### config.mk
export PLATFORM = sky130hd
export DESIGN_NAME = lfwdt_core
export DESIGN_NICKNAME = d
export VERILOG_FILES = /design/src/core/lfwdt_pkg.sv /design/src/core/lfwdt_lf_tick.sv /design/src/core/lfwdt_core.sv
export SDC_FILE = /design/constraint.sdc
export NUM_CORES = 1
export LEC_CHECK = 0
export BUFFER_PORTS_ARGS = -buffer_cell sky130_fd_sc_hd__buf_4
export CAP_MARGIN = 30
export CORE_MARGIN = 5
export CORE_UTILIZATION = 45
export DETAILED_ROUTE_END_ITERATION = 10
export PLACE_DENSITY_LB_ADDON = 0.08
export REMOVE_ABC_BUFFERS = 1
export SYNTH_ARGS = -nofsm -noshare
export SYNTH_HDL_FRONTEND = slang
export SYNTH_SLANG_ARGS = --single-unit
### constraint.sdc
create_clock -name i_mclk -period 3.1 [get_ports i_mclk]
set_input_delay 0.31 -clock i_mclk [delete_from_list [all_inputs] [get_ports i_mclk]]
set_output_delay 0.31 -clock i_mclk [all_outputs]
set_load 0.005 [all_outputs]
### src/core/lfwdt_pkg.sv
// Constants, register map and timing figures of the low-frequency watchdog.
// Assumes a 50 MHz system clock and a 32.768 kHz low-frequency clock input.
//
// Operation
// Countdown advances on the 32.768 kHz clock
// Software keeps a low-frequency source enabled
// Initial count is start value times 256
// Count zero resets whole chip and peripherals
// Inactive after any reset until armed
// Armed only after both bytes written
// Two byte accesses, low byte first
// One pointer shared; other access restarts low
// Software pairs bytes without interleaving
// Reads return start value, not live count
// Every full write reloads and restarts counter; here expiry or retention power-down in the same cycle leaves it stopped
// Software rewrites before count reaches zero
// Start value zero gives 512 s timeout
// Timeout is value times 256 over 32768
// Only reset or retention power-down stops it
// Decrement by one per low-frequency cycle
package lfwdt_pkg;

    // Register bus geometry
    localparam int unsigned ADDR_W = 8;
    localparam int unsigned DATA_W = 8;

    // Register offsets
    localparam logic [7:0] ADDR_START_VALUE = 8'haf;
    localparam logic [7:0] ADDR_STATUS      = 8'hf0;
    localparam logic [7:0] ADDR_COUNT_LO    = 8'hf1;
    localparam logic [7:0] ADDR_COUNT_MID   = 8'hf2;
    localparam logic [7:0] ADDR_COUNT_HI    = 8'hf3;

    // Reset values
    localparam logic [15:0] START_VALUE_RST = 16'h0000;
    localparam logic [7:0]  READ_IDLE       = 8'h00;

    // Status register field positions
    localparam int unsigned STAT_ACTIVE_BIT = 0;
    localparam int unsigned STAT_PTR_BIT    = 1;
    localparam int unsigned STAT_LASTWR_BIT = 2;

    // Counter layout: start value above an 8-bit zero offset
    localparam int unsigned START_W  = 16;
    localparam int unsigned OFFSET_W = 8;
    localparam int unsigned COUNT_W  = START_W + OFFSET_W;
    localparam logic [OFFSET_W-1:0] OFFSET_ZERO = 8'h00;
    localparam logic [COUNT_W-1:0]  COUNT_ONE   = 24'h000001;
    localparam logic [COUNT_W-1:0]  COUNT_ZERO  = 24'h000000;

    // Clock figures
    localparam int unsigned MCLK_HZ = 50_000_000;
    localparam int unsigned LF_HZ   = 32_768;

    // Length of the outgoing system reset pulse
    localparam int unsigned RST_PULSE_NS  = 1000;
    localparam int unsigned RST_PULSE_CYC =
        (RST_PULSE_NS * (MCLK_HZ / 1_000_000) + 999) / 1000;

endpackage : lfwdt_pkg

### src/core/lfwdt_lf_tick.sv
// Turns the free-running low-frequency clock into one system-clock pulse per rising edge.
// Assumes the low-frequency clock is much slower than the system clock.
`timescale 1ns/1ps

module lfwdt_lf_tick (
    input  wire logic i_mclk,
    input  wire logic i_rst,
    input  wire logic i_lfclk,
    output logic      o_tick
);

    typedef struct packed {
        logic sync1;
        logic sync2;
        logic prev;
        logic tick;
    } lfwdt_tick_s;

    lfwdt_tick_s st_r;
    lfwdt_tick_s st_nxt;

    // Two-flop synchroniser, then a rising-edge detector on the second flop
    always_comb begin
        st_nxt       = st_r;
        st_nxt.sync1 = i_lfclk;
        st_nxt.sync2 = st_r.sync1;
        st_nxt.prev  = st_r.sync2;
        st_nxt.tick  = st_r.sync2 & ~st_r.prev;
    end

    // State register
    always_ff @(posedge i_mclk or posedge i_rst) begin
        if (i_rst) begin
            st_r <= '0;
        end else begin
            st_r <= st_nxt;
        end
    end

    assign o_tick = st_r.tick;

endmodule // lfwdt_lf_tick

### src/core/lfwdt_core.sv
// Low-frequency watchdog: byte-wide start-value register, countdown and system reset.
// Assumes a plain register port on i_mclk and a 32.768 kHz clock arriving as a pin.
//
// Added by the designer: strobed register access.
`timescale 1ns/1ps

module lfwdt_core #(
    parameter int unsigned RST_PULSE_CYC = lfwdt_pkg::RST_PULSE_CYC
) (
    input  wire logic                        i_mclk,
    input  wire logic                        i_rst,
    input  wire logic                        i_lfclk,
    input  wire logic                        i_retention_pd,
    input  wire logic [lfwdt_pkg::ADDR_W-1:0] i_addr,
    input  wire logic [lfwdt_pkg::DATA_W-1:0] i_wdata,
    input  wire logic                        i_wr,
    input  wire logic                        i_rd,
    output logic      [lfwdt_pkg::DATA_W-1:0] o_rdata,
    output logic                             o_active,
    output logic                             o_sys_rst
);

    localparam int unsigned RST_W = $clog2(RST_PULSE_CYC + 1);
    localparam logic [RST_W-1:0] RST_LEN  = RST_W'(RST_PULSE_CYC);
    localparam logic [RST_W-1:0] RST_NONE = '0;
    localparam logic [RST_W-1:0] RST_STEP = RST_W'(1);

    // Refuse a reset pulse that could not be seen
    generate
        if (RST_PULSE_CYC < 1) begin : g_bad_pulse
            $error("lfwdt_core: RST_PULSE_CYC must be at least 1");
        end
    endgenerate

    typedef struct packed {
        logic [lfwdt_pkg::START_W-1:0] start_value;
        logic [lfwdt_pkg::DATA_W-1:0]  low_pending;
        logic                          byte_ptr;
        logic                          last_wr;
        logic                          active;
        logic [lfwdt_pkg::COUNT_W-1:0] count;
        logic [lfwdt_pkg::DATA_W-1:0]  rdata;
        logic [RST_W-1:0]              rst_left;
        logic                          sys_rst;
    } lfwdt_core_s;

    lfwdt_core_s st_r;
    lfwdt_core_s st_nxt;

    logic lf_tick;
    logic hit_start;
    logic wr_ptr;
    logic rd_ptr;
    logic expire;

    // Low-frequency edge pulses, one per 32.768 kHz period
    lfwdt_lf_tick u_lf_tick (
        .i_mclk  (i_mclk),
        .i_rst   (i_rst),
        .i_lfclk (i_lfclk),
        .o_tick  (lf_tick)
    );

    // Address decode and effective byte pointer for each direction
    always_comb begin
        hit_start = (i_addr == lfwdt_pkg::ADDR_START_VALUE);
        wr_ptr    = st_r.last_wr ? st_r.byte_ptr : 1'b0;
        rd_ptr    = st_r.last_wr ? 1'b0 : st_r.byte_ptr;
        expire    = st_r.active && lf_tick && (st_r.count == lfwdt_pkg::COUNT_ONE);
    end

    // Next-state logic for registers, counter and reset pulse
    always_comb begin
        st_nxt       = st_r;
        st_nxt.rdata = lfwdt_pkg::READ_IDLE;

        // Countdown, one step per low-frequency period; zero start wraps to full range
        if (st_r.active && lf_tick) begin
            st_nxt.count = st_r.count - lfwdt_pkg::COUNT_ONE;
        end

        // Byte writes to the start value, low byte first
        if (i_wr && hit_start) begin
            st_nxt.last_wr = 1'b1;
            if (!wr_ptr) begin
                st_nxt.low_pending = i_wdata;
                st_nxt.byte_ptr    = 1'b1;
            end else begin
                st_nxt.start_value = {i_wdata, st_r.low_pending};
                st_nxt.count       = {i_wdata, st_r.low_pending,
                                      lfwdt_pkg::OFFSET_ZERO};
                st_nxt.active      = 1'b1;
                st_nxt.byte_ptr    = 1'b0;
            end
        end

        // Byte reads; the start-value address returns the programmed value
        if (i_rd) begin
            case (i_addr)
                lfwdt_pkg::ADDR_START_VALUE: begin
                    st_nxt.last_wr  = 1'b0;
                    st_nxt.byte_ptr = ~rd_ptr;
                    st_nxt.rdata    = rd_ptr ? st_r.start_value[15:8]
                                             : st_r.start_value[7:0];
                end
                lfwdt_pkg::ADDR_STATUS: begin
                    st_nxt.rdata = lfwdt_pkg::READ_IDLE;
                    st_nxt.rdata[lfwdt_pkg::STAT_ACTIVE_BIT] = st_r.active;
                    st_nxt.rdata[lfwdt_pkg::STAT_PTR_BIT]    = st_r.byte_ptr;
                    st_nxt.rdata[lfwdt_pkg::STAT_LASTWR_BIT] = st_r.last_wr;
                end
                lfwdt_pkg::ADDR_COUNT_LO:  st_nxt.rdata = st_r.count[7:0];
                lfwdt_pkg::ADDR_COUNT_MID: st_nxt.rdata = st_r.count[15:8];
                lfwdt_pkg::ADDR_COUNT_HI:  st_nxt.rdata = st_r.count[23:16];
                default:                   st_nxt.rdata = lfwdt_pkg::READ_IDLE;
            endcase
        end

        // Retention power-down stops the watchdog; software cannot
        if (i_retention_pd) begin
            st_nxt.active = 1'b0;
            st_nxt.count  = lfwdt_pkg::COUNT_ZERO;
        end

        // Expiry: fire the system reset and fall idle until rearmed
        if (expire) begin
            st_nxt.rst_left = RST_LEN;
            st_nxt.sys_rst  = 1'b1;
            st_nxt.active   = 1'b0;
        end else if (st_r.rst_left != RST_NONE) begin
            st_nxt.rst_left = st_r.rst_left - RST_STEP;
            st_nxt.sys_rst  = (st_r.rst_left != RST_STEP);
        end else begin
            st_nxt.sys_rst  = 1'b0;
        end
    end

    // State register; reset leaves the watchdog disarmed
    always_ff @(posedge i_mclk or posedge i_rst) begin
        if (i_rst) begin
            st_r             <= '0;
            st_r.start_value <= lfwdt_pkg::START_VALUE_RST;
        end else begin
            st_r <= st_nxt;
        end
    end

    assign o_rdata   = st_r.rdata;
    assign o_active  = st_r.active;
    assign o_sys_rst = st_r.sys_rst;

endmodule // lfwdt_core

# Word level (Yosys, flattened, before mapping)

Index checks and enable logic that the tools add are counted.
W data, S select, Z words.

Add/subtract/negate cells: 2
Equality and inequality tests: 7
Multiplexer cells: 16
Bitwise logic cells: 4
Reductions and logical operators: 10

Operators with widths:

| kind                    | count |
|---|---|
| $mux W25                | 2 |
| $eq A8 B8 Y1 const B    | 5 |
| $pmux W8 S5             | 1 |
| $mux W27                | 1 |
| $eq A24 B1 Y1 const B   | 1 |
| $mux W24                | 1 |
| $sub A24 B1 Y24 const B | 1 |
| $mux W8                 | 2 |
| $mux W7                 | 1 |
| $mux W6                 | 1 |
| $ne A6 B1 Y1 const B    | 1 |
| $reduce_and A2 Y1       | 3 |
| $reduce_bool A3 Y1      | 2 |
| $reduce_bool A6 Y1      | 1 |
| $sub A6 B1 Y6 const B   | 1 |
| $mux W1                 | 5 |
| $mux W2                 | 2 |
| $logic_and A1 B1 Y1     | 3 |
| $not A1 Y1              | 3 |
| $reduce_bool A2 Y1      | 1 |
| $and A1 B1 Y1           | 1 |

Bits in registers: 70
Bits of input ports: 22
Logic and storage cells: 52

# Logic depth before layout (Yosys ltp)

Depth in word-level cells: 6
Gate-level depth with buffers: 7

# Cells and area by module

A second synthesis with hierarchy kept.

Cell total of the unflattened synthesis: 377
Area, all modules: 3602.2 um2

By module, submodules not included:

| module        | instances | cells an instance | area an instance (um2) |
|---|---|---|---|
| lfwdt_core    | 1         | 371               | 3484.6 |
| lfwdt_lf_tick | 1         | 6                 | 117.6 |

# Worst setup path before layout

OpenSTA, ideal clock, no wires.

Path kind: register to register
Start: register st_r[20] in the netlist's numbering
End: register st_r[35] in the netlist's numbering
Arrival: 2.340 ns
Required time: 3.001 ns
Setup slack: 0.660 ns
Stages on the path, launching flop included: 7
Cells stage by stage: dfrtp_1 -> or4_1 -> buf_2 -> or4_1 -> buf_2 -> or4_1 -> a311oi_1

RTL lines:

| what                     | RTL line          | source |
|---|---|---|
| start: declaration       | lfwdt_core.sv:47  | `lfwdt_core_s st_r;` |
| start signal: assignment | lfwdt_core.sv:144 | `st_r <= st_nxt;` |

==> flow_summary_export.csv <==
group,metric,value,unit
synthesis,syn-mean-instance-area,10.54,um2
timing,timing_hold_violations_final,0,
global_routing,antenna_found_initial,0,
timing,unrepaired_setup_endpoints_after_global_routing,"no",
critical_path,worstPathCellList,"or4_1 -> or4_1 -> or4_1 -> a311oi_1",
global_routing,first_pass_grt_wire_length,15.48,mm
routing,detail_route.first_pass.iterations,4,
synthesis,synth_area_leaders,"sky130_fd_sc_hd__dfrtp_1 48%, sky130_fd_sc_hd__mux2_2 11%, sky130_fd_sc_hd__nor2_1 3.2%, sky130_fd_sc_hd__or4_1 2.7%, sky130_fd_sc_hd__a21oi_1 1.9%",
clock_network,tritoncts_num_sinks,70,
critical_path,cp_common_cell,"sky130_fd_sc_hd__or4_1",
floorplan,initial_utilization,45.47,%
critical_path,endpoint_kind,"flip-flop",
power_and_ir_drop,power_leakage,0.001903,uW
clock_network,worst_skew_pair.late_latency,0.34,ns
critical_path,crit_path_top_delay_cell,"sky130_fd_sc_hd__or4_1",
routing,routed_via_density,6.042,
timing,worst_slew_pin_slew,0.7189,ns
finish,area_growth_syn_to_layout,12.58,%
clock_network,clock_path_buffers,2,
routing,route.detailed.drc,0,
placement,numPortBuffers,31,
finish,mostFrequentLayoutCell,"sky130_fd_sc_hd__dfrtp_1",
timing,clock-skew-final,0.009146,ns
critical_path,cp-start-kind,"flip-flop",
clock_network,post-cts-setup-buffers,0,
global_routing,first_global_vias,2882,
job,cap_viol_max_count,0,
placement,gpl.final_weighted_congestion,0.8576,
clock_network,h_tree_levels,3,
synthesis,netlist_area,3680,um2
floorplan,die-height,100.4,um
power_and_ir_drop,total_power,1667,uW
clock_network,tritoncts.num_buffers,9,
floorplan,chipWidth,100.4,um
synthesis,synth_area_leader_cell,"sky130_fd_sc_hd__dfrtp_1",
synthesis,post-synth-top-area-fraction,47.60,%
clock_network,cts_root_buf,"sky130_fd_sc_hd__clkbuf_8",
finish,drive_gt1_share,24.53,%
clock_network,cts_hold_buf,0,
critical_path,crit_fanout,10,
power_and_ir_drop,irDropWorstVdd,0.0002811,V
routing,final_antenna_net_count,0,
synthesis,synth_ff_type,"sky130_fd_sc_hd__dfrtp_1",
routing,wl_per_cell,20.00,um
timing,achievable_freq,0.3735,GHz
synthesis,share_of_the_yosys_chip_area_belonging_to_registers,47.60,%
timing,fin_tns_setup,0,ns
floorplan,fp-row-count,33,
timing,min_period_over_period,86.37,%
synthesis,post_synthesis_sequential_element_count,70,
synthesis,synth.distinct_cells,44,
timing,setup-violations-final,0,
critical_path,worstPathRequired,3.34,ns
global_routing,grt_max_degree,45,
critical_path,crit_path_max_incr_delay,0.71,ns
routing,met3WireLength,563,um
placement,post-dp-hpwl,6.651,mm
finish,layout.cell_area.non_filler,4143,um2
timing,final.setup.worst_slack,0.4225,ns
timing,slew_headroom,51.75,%
global_routing,grt_total_usage,20.17,%
finish,most-common-layout-cells,"70 x sky130_fd_sc_hd__dfrtp_1, 40 x sky130_fd_sc_hd__buf_4, 37 x sky130_fd_sc_hd__mux2_2, 31 x sky130_fd_sc_hd__nor2_1, 14 x sky130_fd_sc_hd__a21oi_1",
synthesis,synth_edf_count,0,
routing,drt_iter0_markers,205,
outcome,run_status,"complete, no violations",
global_routing,global_route.overflow_total,0,
placement,post-place-ws,0.4574,ns
finish,final_core_utilization,51.19,%
finish,final_nets,397,
power_and_ir_drop,power.density,402.5,nW/um2
hold_path,min-delay-path-class,"in2async",
critical_path,cpLargestDelayFamily,"simple AND/OR/NAND/NOR gates",
critical_path,cp.arrival,2.92,ns
timing,maxSlewViolCount,0,
clock_network,tritoncts,"yes",
floorplan,die-area,10090,um2
clock_network,clk_pin_slew,0.07,ns
timing,fin_crit,2.677,ns
critical_path,worstPathBufferInverterCount,0,
synthesis,cells_after_synth,349,
clock_network,resized_cells_post_cts,0,
critical_path,timing.setup.critical_path_class,"reg2reg",
floorplan,i_o_pin_total,32,
finish,antenna_cells_inserted,0,
routing,wl,9.602,mm
routing,highest-signal-layer,"met4",
routing,route.met2.wl,4.594,mm
routing,m1WireLength,4.287,mm
routing,detailroute.via_count,2900,
floorplan,core-area,8093,um2
synthesis,yosys_warnings,0,
placement,postPlaceCellArea,3975,um2
synthesis,synth_async_sr_flop_share,100.0,%
==> cells by family (layout without fill, tap and decap cells) <==
kind of cell | count (synthesis) | count (layout) | synth area share (%)
AOI/OAI and AO/OA | 62 | 62 | 12.21
xor gates and xnor gates | 14 | 14 | 3.332
adders and majority gates | 4 | 4 | 1.360
buffers and inverters | 38 | 64 | 4.760
DFF | 70 | 70 | 47.60
muxes | 39 | 39 | 11.87
and+or+nand+nor | 122 | 122 | 18.87
==> synthesized netlist by cell type, drive strengths merged (2+ instances only) <==
master	n
nor3	12
a2111oi	2
o41ai	4
nand4	8
a211oi	9
mux2i	2
a21oi	14
xor2	6
and2	4
o211ai	2
nand4b	4
or3	3
nor2	31
nand3b	3
nor2b	4
buf	14
and3	3
and4b	2
or4	13
a32oi	3
nor4bb	2
a22oi	5
o21ai	3
dfrtp	70
a311oi	8
ha	4
clkbuf	15
nand3	9
nand2	9
inv	9
a22o	4
nor4	10
nor4b	2
o31ai	6
mux2	37
xnor2	8
==> report_power, final <==
| part | switching [uW] | internal [uW] | total (uW) |
|---|---|---|---|
| clock | 315 | 330 | 645 |
| sequential | 9.83 | 923 | 933 |
| combinational | 53.1 | 36.3 | 89.3 |
==> registers in the layout, summed over array words and instances, names as in the netlist <==
signal and count:
o_active 1, u_lf_tick.st_r 1, u_lf_tick.o_tick 1, st_r 56
u_lf_tick.st_nxt 2, o_sys_rst 1, o_rdata 8
==> per-stage QoR <==
step           std cells  hold slack [ns]
2_1_floorplan        320           0.3312
3_3_place_gp         465           0.3347
3_5_place_dp         465           0.3355
4_1_cts              480          0.02762
5_1_grt              480          0.04989
6_report             480          0.03056
==> area by class of cell <==
cell class                 count  area (um2)
clock buffer                  14       162.7
clock inverter                 1       5.005
fill                         772        3950
inverter                       9       33.78
multi-input combinational    241        1758
sequential                    70        1752
tap                          105       131.4
timing repair buffer          40       300.3
==> per-layer routing <==
| layer | GRT usage, % | vias to the layer above |
|---|---|---|
| met5 | 0 | - |
| met2 | 31.09 | 93 |
| met4 | 8.083 | 0 |
| met3 | 3.683 | 14 |
| met1 | 28.12 | 1438 |
| li1 | - | 1355 |
==> path summary, 6_finish.rpt <==
| check | end | slack [ns] | depth (start not counted) | start |
|---|---|---|---|---|
| setup / recovery | st_r[37]$_DFF_PP0_ | 0.42 | 4 | st_r[20]$_DFF_PP0_ |
| hold / removal | st_r[6]$_DFFE_PP0P_ | 0.03 | 3 | i_rst |
| setup reg to reg | st_r[37]$_DFF_PP0_ | 0.42 | 4 | st_r[20]$_DFF_PP0_ |
| hold reg to reg | u_lf_tick.st_nxt[1]$_DFF_PP0_ | 0.35 | 0 | u_lf_tick.st_nxt[2]$_DFF_PP0_ |
| max in group asynchronous | st_r[54]$_DFFE_PP0P_ | 2.58 | 3 | i_rst |
| min in group i_mclk | u_lf_tick.st_nxt[2]$_DFF_PP0_ | 0.08 | 1 | i_lfclk |
==> worst register-to-register path, stage by stage (launching register included) <==
cell	delay, ns
sky130_fd_sc_hd__dfrtp_1	0.43
sky130_fd_sc_hd__or4_1	0.71
sky130_fd_sc_hd__or4_1	0.72
sky130_fd_sc_hd__or4_1	0.45
sky130_fd_sc_hd__a311oi_1	0.28
No activity file was read; power rests on OpenSTA's default activity.
